`config.mk`:
```
export PLATFORM = sky130hd
export DESIGN_NAME = pifm_top
export DESIGN_NICKNAME = d
export VERILOG_FILES = /design/src/shared/pifm_pkg.sv /design/src/rtl/pifm_sticky.sv /design/src/rtl/pifm_top.sv
export VERILOG_INCLUDE_DIRS = /design/src /design/src/shared
export SDC_FILE = /design/constraint.sdc
export NUM_CORES = 1
export LEC_CHECK = 0
export BUFFER_PORTS_ARGS = -buffer_cell sky130_fd_sc_hd__buf_4
export CORE_MARGIN = 5
export CORE_UTILIZATION = 38
export CTS_CLUSTER_DIAMETER = 80
export CTS_CLUSTER_SIZE = 40
export DETAILED_ROUTE_END_ITERATION = 10
export GPL_TIMING_DRIVEN = 0
export PLACE_DENSITY = 0.73
export SYNTH_ARGS = -nofsm -noshare
export SYNTH_HDL_FRONTEND = slang
export SYNTH_SLANG_ARGS = --single-unit
```
`constraint.sdc`:
```
create_clock -name clk_in -period 1 [get_ports clk_in]
set_clock_uncertainty 0.15 [all_clocks]
set_input_delay 0.05 -clock clk_in [delete_from_list [all_inputs] [get_ports clk_in]]
set_output_delay 0.05 -clock clk_in [all_outputs]
set_load 0.05 [all_outputs]
```
`src/shared/pifm_map.svh`:
```
// offsets, bit positions, reset values and line numbers of the flag map
`ifndef PIFM_MAP_SVH
`define PIFM_MAP_SVH

// register offsets (byte addresses)
`define PIFM_OFF_FLAG_CLR    8'h1C
`define PIFM_OFF_IRQ_STAT    8'h20
`define PIFM_OFF_IRQ_MASK    8'h24

// reset values
`define PIFM_RST_FLAGS       24'h000000
`define PIFM_RST_STAT        2'h0
`define PIFM_RST_MASK        2'h0
`define PIFM_RST_WORD        32'h00000000

// implemented flag bits; bit 8 and bits 31:24 hold nothing
`define PIFM_FLAG_IMPL       24'hFFFEFF

// flag positions in the collection register
`define PIFM_BIT_CUSTOM      23
`define PIFM_BIT_TOUCH       22
`define PIFM_BIT_DAC         21
`define PIFM_BIT_CMP         20
`define PIFM_BIT_SIGMA       19
`define PIFM_BIT_ADC_LO      17
`define PIFM_BIT_BTIMER_LO   12
`define PIFM_BIT_CTIMER_LO   9
`define PIFM_BIT_CAN         7
`define PIFM_BIT_SERIAL_LO   1
`define PIFM_BIT_EVENT       0

// instance counts behind the flags
`define PIFM_N_ADC_FLAGS     2
`define PIFM_N_BTIMER_FLAGS  5
`define PIFM_N_CTIMER_FLAGS  3
`define PIFM_N_SERIAL_FLAGS  6

// interrupt status bits
`define PIFM_STAT_RAISED     0
`define PIFM_STAT_MASKED     1

// processor interrupt line numbers
`define PIFM_LINE_EVENT      8
`define PIFM_LINE_SERIAL_LO  9
`define PIFM_LINE_CAN_LO     15
`define PIFM_LINE_CTIMER_LO  17
`define PIFM_LINE_BTIMER_LO  20
`define PIFM_LINE_BTIMER3    23
`define PIFM_LINE_BTIMER4    24
`define PIFM_LINE_ADC_LO     25
`define PIFM_LINE_CMP        27
`define PIFM_LINE_DAC        28
`define PIFM_LINE_SIGMA      29
`define PIFM_LINE_TOUCH      30
`define PIFM_LINE_RSVD       31

`endif

```
`src/shared/pifm_pkg.sv`:
```
// types shared by the flag map design
package pifm_pkg;
   typedef logic [7:0]  pifm_addr_type;
   typedef logic [31:0] pifm_word_type;
   typedef logic [23:0] pifm_flags_type;
   typedef logic [1:0]  pifm_stat_type;
endpackage

```
`src/rtl/pifm_sticky.sv`:
```
// sticky flag bank where a set beats a clear in the same cycle
`timescale 1ns/10ps
module pifm_sticky #(
   parameter int unsigned WIDTH = 1
) (
   // clock and reset
   input  wire logic             clk_in,
   input  wire logic             reset_n_in,
   // set and clear
   input  wire logic [WIDTH-1:0] set_in,
   input  wire logic [WIDTH-1:0] clr_in,
   // stored flags
   output logic      [WIDTH-1:0] q_out
);
   logic [WIDTH-1:0] q_r;

   always_ff @(posedge clk_in or negedge reset_n_in) begin
      if (!reset_n_in) begin
         q_r <= {WIDTH{1'b0}};
      end else begin
         q_r <= (q_r & ~clr_in) | set_in;
      end
   end

   assign q_out = q_r;
endmodule // pifm_sticky

```
`src/rtl/pifm_top.sv`:
```
// peripheral interrupt flag collector, line map, access gate, clock request
//
// Local design decision: strobed register access.
`timescale 1ns/10ps
`include "pifm_map.svh"
// Behaviour
// - writing one clears that flag; writing zero leaves it alone
// - custom logic 23, touch 22, DAC 21, comparator 20, sigma-delta 19
// - the two converter flags sit in bits 17 and 18
// - basic timers zero to four sit in bits 12 to 16
// - control timers zero to two sit in bits 9 to 11
// - the CAN flag sits in bit 7
// - serial controllers zero to five in bits 1 to 6, event flag bit 0
// - event line 8; serial 0/6 line 9, 1/7 line 10, 2..5 lines 11..14
// - CAN 15,16; control timers 17..19; basic timer pairs 20..22, 23, 24
// - converters 25,26; comparator 27; DAC 28; sigma 29; touch 30; 31 idle
// - masked interface reads zero and drops writes
// - clock request passes only with peripheral, clock and generator on
module pifm_top #(
   parameter int unsigned N_CLK_REQ = 4
) (
   // clock and reset
   input  wire logic                   clk_in,
   input  wire logic                   reset_n_in,
   // register port
   input  wire pifm_pkg::pifm_addr_type addr_in,
   input  wire pifm_pkg::pifm_word_type wdata_in,
   input  wire logic                   wr_in,
   input  wire logic                   rd_in,
   output pifm_pkg::pifm_word_type     rdata_out,
   // power manager interface mask
   input  wire logic                   iface_unmask_in,
   // flag raise pulses from the peripherals
   input  wire logic                   event_system_flag_set_in,
   input  wire logic [5:0]             serial_controller_flags_set_in,
   input  wire logic                   can_flag_set_in,
   input  wire logic [2:0]             control_timer_flags_set_in,
   input  wire logic [4:0]             basic_timer_flags_set_in,
   input  wire logic [1:0]             adc_flags_set_in,
   input  wire logic                   sigma_delta_converter_flag_set_in,
   input  wire logic                   comparator_flag_set_in,
   input  wire logic                   dac_flag_set_in,
   input  wire logic                   touch_controller_flag_set_in,
   input  wire logic                   custom_logic_flag_set_in,
   // interrupt requests from the peripherals
   input  wire logic                   event_req_in,
   input  wire logic [7:0]             serial_req_in,
   input  wire logic [1:0]             can_req_in,
   input  wire logic [2:0]             ctimer_req_in,
   input  wire logic [7:0]             btimer_req_in,
   input  wire logic [1:0]             adc_req_in,
   input  wire logic                   comparator_req_in,
   input  wire logic                   dac_req_in,
   input  wire logic                   sigma_req_in,
   input  wire logic                   touch_req_in,
   // processor interrupt lines
   output logic [31:0]                 irq_line_out,
   // clock request chain
   input  wire logic [N_CLK_REQ-1:0]   clk_req_in,
   input  wire logic [N_CLK_REQ-1:0]   periph_en_in,
   input  wire logic [N_CLK_REQ-1:0]   gen_clk_en_in,
   input  wire logic [N_CLK_REQ-1:0]   generator_en_in,
   output logic                        clk_src_req_out,
   // block interrupt
   output logic                        irq_out
);
   import pifm_pkg::*;

   pifm_flags_type flags_q;
   pifm_flags_type flag_set;
   pifm_flags_type flag_clr;
   pifm_stat_type  stat_q;
   pifm_stat_type  stat_set;
   pifm_stat_type  stat_clr;
   pifm_stat_type  mask_r;
   pifm_word_type  rdata_r;
   pifm_word_type  rdata_nxt;
   logic [31:0]    line_r;
   logic [31:0]    line_nxt;
   logic           clk_src_req_r;
   logic           irq_r;
   logic           wr_ok;
   logic           rd_ok;

   // the whole register window is closed while the interface is masked
   assign wr_ok = wr_in & iface_unmask_in;
   assign rd_ok = rd_in & iface_unmask_in;

   // assemble raise pulses in register layout
   always_comb begin
      flag_set = `PIFM_RST_FLAGS;
      flag_set[`PIFM_BIT_CUSTOM] = custom_logic_flag_set_in;
      flag_set[`PIFM_BIT_TOUCH] = touch_controller_flag_set_in;
      flag_set[`PIFM_BIT_DAC] = dac_flag_set_in;
      flag_set[`PIFM_BIT_CMP] = comparator_flag_set_in;
      flag_set[`PIFM_BIT_SIGMA] = sigma_delta_converter_flag_set_in;
      flag_set[`PIFM_BIT_ADC_LO +: `PIFM_N_ADC_FLAGS] =
         adc_flags_set_in;
      flag_set[`PIFM_BIT_BTIMER_LO +: `PIFM_N_BTIMER_FLAGS] =
         basic_timer_flags_set_in;
      flag_set[`PIFM_BIT_CTIMER_LO +: `PIFM_N_CTIMER_FLAGS] =
         control_timer_flags_set_in;
      flag_set[`PIFM_BIT_CAN] = can_flag_set_in;
      flag_set[`PIFM_BIT_SERIAL_LO +: `PIFM_N_SERIAL_FLAGS] =
         serial_controller_flags_set_in;
      flag_set[`PIFM_BIT_EVENT] = event_system_flag_set_in;
      // unimplemented positions never hold a flag
      flag_set = flag_set & `PIFM_FLAG_IMPL;
   end

   // one-to-clear; zeros and unimplemented bits are ignored
   always_comb begin
      flag_clr = `PIFM_RST_FLAGS;
      if (wr_ok && (addr_in == `PIFM_OFF_FLAG_CLR)) begin
         flag_clr = wdata_in[23:0] & `PIFM_FLAG_IMPL;
      end
   end

   pifm_sticky #(
      .WIDTH      (24)
   ) u_flags (
      .clk_in     (clk_in),
      .reset_n_in (reset_n_in),
      .set_in     (flag_set),
      .clr_in     (flag_clr),
      .q_out      (flags_q)
   );

   // block events: a new flag, or an access refused by the mask
   always_comb begin
      stat_set = `PIFM_RST_STAT;
      stat_set[`PIFM_STAT_RAISED] = |flag_set;
      stat_set[`PIFM_STAT_MASKED] = (wr_in | rd_in) & ~iface_unmask_in;
      stat_clr = `PIFM_RST_STAT;
      if (wr_ok && (addr_in == `PIFM_OFF_IRQ_STAT)) begin
         stat_clr = wdata_in[1:0];
      end
   end

   pifm_sticky #(
      .WIDTH      (2)
   ) u_stat (
      .clk_in     (clk_in),
      .reset_n_in (reset_n_in),
      .set_in     (stat_set),
      .clr_in     (stat_clr),
      .q_out      (stat_q)
   );

   always_ff @(posedge clk_in or negedge reset_n_in) begin
      if (!reset_n_in) begin
         mask_r <= `PIFM_RST_MASK;
      end else if (wr_ok && (addr_in == `PIFM_OFF_IRQ_MASK)) begin
         mask_r <= wdata_in[1:0];
      end
   end

   always_ff @(posedge clk_in or negedge reset_n_in) begin
      if (!reset_n_in) begin
         irq_r <= 1'b0;
      end else begin
         irq_r <= |(stat_q & mask_r);
      end
   end

   // read data stand only in the cycle after the strobe
   always_comb begin
      rdata_nxt = `PIFM_RST_WORD;
      if (rd_ok) begin
         unique case (addr_in)
            `PIFM_OFF_FLAG_CLR: begin
               rdata_nxt = {8'h00, flags_q & `PIFM_FLAG_IMPL};
            end
            `PIFM_OFF_IRQ_STAT: begin
               rdata_nxt = {30'h00000000, stat_q};
            end
            `PIFM_OFF_IRQ_MASK: begin
               rdata_nxt = {30'h00000000, mask_r};
            end
            default: begin
               rdata_nxt = `PIFM_RST_WORD;
            end
         endcase
      end
   end

   always_ff @(posedge clk_in or negedge reset_n_in) begin
      if (!reset_n_in) begin
         rdata_r <= `PIFM_RST_WORD;
      end else begin
         rdata_r <= rdata_nxt;
      end
   end

   // fixed routing of peripheral requests onto processor lines
   always_comb begin
      line_nxt = 32'h00000000;
      line_nxt[`PIFM_LINE_EVENT] = event_req_in;
      line_nxt[`PIFM_LINE_SERIAL_LO] = serial_req_in[0] | serial_req_in[6];
      line_nxt[`PIFM_LINE_SERIAL_LO + 1] =
         serial_req_in[1] | serial_req_in[7];
      line_nxt[`PIFM_LINE_SERIAL_LO + 2 +: 4] = serial_req_in[5:2];
      line_nxt[`PIFM_LINE_CAN_LO +: 2] = can_req_in;
      line_nxt[`PIFM_LINE_CTIMER_LO +: 3] = ctimer_req_in;
      // timers 5..7 share a line with 0..2
      line_nxt[`PIFM_LINE_BTIMER_LO +: 3] =
         btimer_req_in[2:0] | btimer_req_in[7:5];
      line_nxt[`PIFM_LINE_BTIMER3] = btimer_req_in[3];
      line_nxt[`PIFM_LINE_BTIMER4] = btimer_req_in[4];
      line_nxt[`PIFM_LINE_ADC_LO +: 2] = adc_req_in;
      line_nxt[`PIFM_LINE_CMP] = comparator_req_in;
      line_nxt[`PIFM_LINE_DAC] = dac_req_in;
      line_nxt[`PIFM_LINE_SIGMA] = sigma_req_in;
      line_nxt[`PIFM_LINE_TOUCH] = touch_req_in;
      line_nxt[`PIFM_LINE_RSVD] = 1'b0;
   end

   always_ff @(posedge clk_in or negedge reset_n_in) begin
      if (!reset_n_in) begin
         line_r <= 32'h00000000;
      end else begin
         line_r <= line_nxt;
      end
   end

   // a request dies at the first disabled stage of its chain
   always_ff @(posedge clk_in or negedge reset_n_in) begin
      if (!reset_n_in) begin
         clk_src_req_r <= 1'b0;
      end else begin
         clk_src_req_r <= |(clk_req_in & periph_en_in & gen_clk_en_in
                            & generator_en_in);
      end
   end

   assign rdata_out       = rdata_r;
   assign irq_line_out    = line_r;
   assign clk_src_req_out = clk_src_req_r;
   assign irq_out         = irq_r;
endmodule // pifm_top

```
==> results.toml, run 1 <==
[critical_path]
crit_path_max_incr_delay_ns = 0.39
required_ns = 1.08
worstPathMaxFanout = 2
worstReg2RegEnd = "rdata_out[1]"
worst-r2r-cell-count = 3
r2r_slack_ns = -0.12
cp_cell_sequence = "mux2_4, a22oi_2, nor2_1"
critPathCaptureType = "flop"
critPathSlowestCell = "dfrtp_1"
r2r_start = "u_stat.q_out[1]"
start_kind = "flop"
arrival_ns = 1.20
critical-path-top-delay-family = "flip-flops"
cp.buffers_inverters = 0
crit_type = "flop to flop"

[synthesis]
syn_area_per_cell_um2 = 13.27
synth_top_area_share = 0.6611
yosysMostFrequentCell = "dfrtp_1"
seq_area_frac_synth = 0.6611
synth_cell_types = 27
synthArstFlopShare = 1.000
synth_cells = 214
synth_edf_count = 0
yosys_most_used_dff = "dfrtp_1"
synth_top_cells_by_area = "dfrtp_1 (66%), nand4_1 (6.8%), a21o_1 (6.1%), buf_4 (5.8%), and2_1 (4.8%)"
synth_largest_area_cell = "dfrtp_1"
synth_area_mm2 = 0.002839
ys_warn_count = 0
synth_commonest_cells = "dfrtp_1 (75), nand4_1 (31), a21o_1 (23)"
synth-seq-cells = 75

[job]
maxCapViolations = 0

[global_route]
first_global_vias = 2914
grt_pass1_wl_um = 14500
track_usage = 0.2129
gr-total-overflow = 0
grt_antenna_before_repair = 0
grt_max_degree = 76

[place]
dpl.hpwl_um = 6063
gp_congestion = 0.8248
pre_cts_slack_ns = -0.4404
port_buffers = 150

[run_status]
violations = "negative hold slack, negative setup slack"
outcome = "finished, violations left"

[sta]
period_share = 1.124
grt_setup_unrepaired = "true"
final.min_clock_period_ns = 1.124
whs_ns = -0.3115
final-setup-viol-count = 53
maxSlewHeadroom = 0.3894
slew_violations = 0
finalHoldViolCount = 102
worstMarginPinSlew_ns = 0.9160
finalSetupTns_ns = -3.908
max_freq_ghz = 0.8894
fin_ws_ns = -0.1243

[drt]
vias = 2580
drt-pass1-iter-count = 4
routedWlPerCell_um = 17.91
drt_iter0_drc = 48
via_per_inst = 4.691
route.detailed.drc = 0
wirelength_um = 9849
ant_nets = 0

[floorplanning]
dieArea_mm2 = 0.009300
io_pins = 178
core_area_mm2 = 0.007253
die_x_um = 96.44
rows = 31
die_y_um = 96.44
start_util = 0.3914

[finish]
finalNetCount = 556
layout-drive-gt1-share = 0.4811
areaGrowthSynthToFinish_pct = 82.02
fillers = 495
post-route-util = 0.7124

[power_and_ir_drop]
p_leak_nw = 2.414
vdd_drop_max_mv = 0.9001
power_w = 0.006955
p_per_area_mw_per_mm2 = 1346

[clock_network]
clkSinkCount = 75
clk_pin_slew_ns = 0.08
cts_tree = "built"
cts_made_buffers = 9
cts-htree-levels = 3
clkLatencyLatePin_ns = 0.34
clockBufferDepth = 2
cts_hold_buf = 49
cts_root_buf = "clkbuf_8"

[hold_path]
min_path_type = "input port to async pin"
==> metal layers <==
| layer | up-vias | part of all wire | GRT usage |
|---|---|---|---|
| met1 | 1236 | 0.35 | 0.2211 |
| met4 | 0 | 0.025 | 0.09930 |
| met2 | 131 | 0.53 | 0.3853 |
| met5 | - | 0 | 0 |
| li1 | 1190 | - | - |
| met3 | 23 | 0.10 | 0.07126 |
==> state kept, by name, indices dropped and copies added (netlist names) <==
| register | count |
|---|---|
| irq_line_out | 23 |
| rdata_out | 23 |
| u_flags.q_out | 23 |
| mask_r | 2 |
| u_stat.q_out | 2 |
| clk_src_req_out | 1 |
| irq_out | 1 |
==> layout make-up <==
class / instances / area [um^2] / share of cell area
flip-flops and latches: 75 / 1877 / 0.3632
well taps: 99 / 123.9 / 0.02397
repair buffers: 202 / 1828 / 0.3538
clock inverters: 6 / 87.58 / 0.01695
plain buffers: 28 / 235.2 / 0.04552
multi-input cells: 128 / 873.3 / 0.1690
clock buffers: 10 / 137.6 / 0.02663
diodes: 2 / 5.005 / 0.0009685
==> metrics by stage <==
stage               std cells  instance area [um^2]
floorplan                 231                  2938
CTS                       549                  5140
detailed placement        480                  4188
global placement          480                  4188
global route              548                  5162
finish                    550                  5167
==> power breakdown <==
group	switching, W	total [W]	internal [W]
sequential	0.0000306	0.00312	0.00309
combinational	0.000639	0.00123	0.000590
clock	0.00113	0.00261	0.00148
==> worst max path at each step <==
stage,startpoint,end,slack [ns],cells after the start
6_report,u_stat.q_out[1],rdata_out[1],-0.12,3
3_5_place_dp,addr_in[7],u_flags.q_out[13],-0.44,5
4_1_cts,rdata_out[2],rdata_out[2],-0.11,1
2_1_floorplan,addr_in[0],mask_r[0],-0.11,4
5_1_grt,irq_line_out[20],irq_line_out[20],-0.17,1
3_3_place_gp,addr_in[7],u_flags.q_out[13],-0.41,5
==> placed cells by master, fill, tap and decap left out, drive strengths merged, types with 2 or more instances in the layout <==
cell type	n
a21o	23
a22oi	2
and2	22
and4b	2
buf	180
bufinv	2
clkbuf	12
clkinv	3
conb	18
dfrtp	75
diode	2
dlygate4sd3	48
mux2	4
nand4	31
nor2	5
nor4	5
or2	5
==> timing repair <==
action	4_1_cts	5_1_grt
pin swaps	1	2
hold endpoints to repair	128	102
endpoints found under the setup margin	70	55
setup buffers	4	0
gates resized for setup	54	7
==> cells by family after synthesis <==
group / after synthesis / share of synthesized area
other cells: 1 / 0.001321
flops: 75 / 0.6611
compound gates: 29 / 0.07757
simple gates: 77 / 0.1719
buf+inv: 28 / 0.07228
mux: 4 / 0.01586
Note: power is estimated with default switching activity, not from simulation.
==> run 2, diff against run 1 <==
--- a/config.mk
+++ b/config.mk
@@ -14,6 +14,7 @@
 export DETAILED_ROUTE_END_ITERATION = 10
 export GPL_TIMING_DRIVEN = 0
 export PLACE_DENSITY = 0.73
+export SKIP_LAST_GASP = 1
 export SYNTH_ARGS = -nofsm -noshare
 export SYNTH_HDL_FRONTEND = slang
 export SYNTH_SLANG_ARGS = --single-unit
==> run 2 against run 1 <==
  * The flow still finishes with violations (negative hold slack, negative setup slack)
  * Fmax grew 0.56%
  * Critical path type is now flop to primary output
  * Critical path depth is 2 lower
  * Design area about the same
  * Final cell count unchanged
  * Largest cell class unchanged
  * Critical endpoint is now irq_line_out[20]
  * Combinational power about the same
  * Sequential share of layout area barely moved
==> results.toml, run 2 (synthesis results as in run 1) <==
[critical_path]
critPathSlowestCell = "dfrtp_1"
start_kind = "flop"
crit_type = "flop to primary output"
worstPathMaxFanout = 1
cp.buffers_inverters = 1
critPathCaptureType = "primary output"
crit_path_max_incr_delay_ns = 0.41
critical-path-top-delay-family = "flip-flops"
arrival_ns = 0.92
cp_cell_sequence = "buf_6"
required_ns = 0.80

[finish]
areaGrowthSynthToFinish_pct = 81.89
layout-drive-gt1-share = 0.4811
finalNetCount = 556
post-route-util = 0.7119
layout_commonest_cell = "buf_4"
final_area_mm2 = 0.005164
layout_common_cells = "buf_4 (121), dfrtp_1 (75), buf_6 (59)"

[clock_network]
clkLatencyLatePin_ns = 0.34
cts-htree-levels = 3
clkSinkCount = 75
clockBufferDepth = 2
clk_pin_slew_ns = 0.08
cts_hold_buf = 49
cts_tree = "built"
cts_made_buffers = 9
cts_root_buf = "clkbuf_8"

[floorplanning]
dieArea_mm2 = 0.009300
die_y_um = 96.44
start_util = 0.3914
core_area_mm2 = 0.007253
rows = 31
io_pins = 178
die_x_um = 96.44

[drt]
via_per_inst = 4.667
routedWlPerCell_um = 17.85
ant_nets = 0
drt_iter0_drc = 53
wirelength_um = 9819
drt-pass1-iter-count = 4
route.detailed.drc = 0
vias = 2567

[hold_path]
min_path_type = "input port to async pin"

[power_and_ir_drop]
p_leak_nw = 2.409
switching_share = 0.2584
vdd_drop_max_mv = 0.9010
intPower_w = 0.005153
comb_power_share = 0.177
power_switching_w = 0.001796
seqPwrFrac = 0.449
p_clk_frac = 0.375
p_per_area_mw_per_mm2 = 1346

[run_status]
outcome = "finished, violations left"
violations = "negative hold slack, negative setup slack"

[place]
postPlaceCellArea_mm2 = 0.004188
dpl.hpwl_um = 6063
gp_congestion = 0.8248
port_buffers = 150

[sta]
fin_ws_ns = -0.1180
maxSlewHeadroom = 0.3892
period_share = 1.118
finalHoldViolCount = 102
grt_setup_unrepaired = "true"
max_freq_ghz = 0.8945
worstMarginPinSlew_ns = 0.9163
whs_ns = -0.3053
final-setup-viol-count = 53
finalSetupTns_ns = -3.938
slew_violations = 0
final.min_clock_period_ns = 1.118

[global_route]
gr-total-overflow = 0
grt_antenna_before_repair = 0
grt_pass1_wl_um = 14420
track_usage = 0.2112
first_global_vias = 2904
grt_max_degree = 76

[job]
maxCapViolations = 0
==> run 2: final cells by class <==
cell class | count | area [um^2]
antenna | 2 | 5.005
buffer | 28 | 235.2
fill | 494 | 2090
timing repair buffer | 202 | 1828
sequential | 75 | 1877
clock inverter | 6 | 87.58
multi-input combinational | 128 | 869.6
clock buffer | 10 | 137.6
tap | 99 | 123.9
==> run 2: power groups by stage <==
| stage | sequential, W | clock (W) | combinational, W |
|---|---|---|---|
| after floorplan | 0.00336 | 0 | 0.000289 |
| after global placement | 0.00316 | 0 | 0.000988 |
| after detailed placement | 0.00316 | 0 | 0.000996 |
| after CTS | 0.00311 | 0.00265 | 0.00120 |
| after global routing | 0.00312 | 0.00282 | 0.00129 |
| final | 0.00312 | 0.00261 | 0.00123 |
==> run 2: timing repair <==
action                                 CTS  global route
endpoints found under the hold margin  128           102
resized for setup                       52             8
setup endpoints to repair               70            55
cloned                                   0             0
buffers inserted                         4             0
pin swaps                                1             2
==> run 2: final timing paths <==
path | startpoint | to | slack, ns | cells past startpoint
max in group asynchronous | reset_n_in | irq_line_out[13] | 0.42 | 1
worst max register to register | mask_r[1] | rdata_out[1] | -0.11 | 3
worst min-delay path | reset_n_in | irq_line_out[11] | -0.31 | 1
min in group clk_in | control_timer_flags_set_in[1] | u_flags.q_out[10] | -0.26 | 2
worst min register to register | u_flags.q_out[23] | u_flags.q_out[23] | 0.32 | 1
worst max-delay path | irq_line_out[20] | irq_line_out[20] | -0.12 | 1
==> run 2: through the flow <==
stage               hold slack (ns)  power, W  instances  worst slack [ns]
finish                      -0.3053  0.006949        550           -0.1180
global route                -0.2687  0.007234        548           -0.1671
CTS                         -0.2823  0.006961        549           -0.1122
detailed placement          0.01067  0.004159        480           -0.4404
global placement           0.009519  0.004149        480           -0.4148
floorplan                   -0.3956  0.003648        231           -0.1050
==> run 2: metal layers <==
| metal | GRT usage | up-vias | share of wire |
|---|---|---|---|
| li1 | - | 1187 | - |
| met1 | 0.2210 | 1233 | 0.35 |
| met2 | 0.3795 | 128 | 0.52 |
| met3 | 0.07126 | 19 | 0.10 |
| met4 | 0.09930 | 0 | 0.023 |
| met5 | 0 | - | 0 |
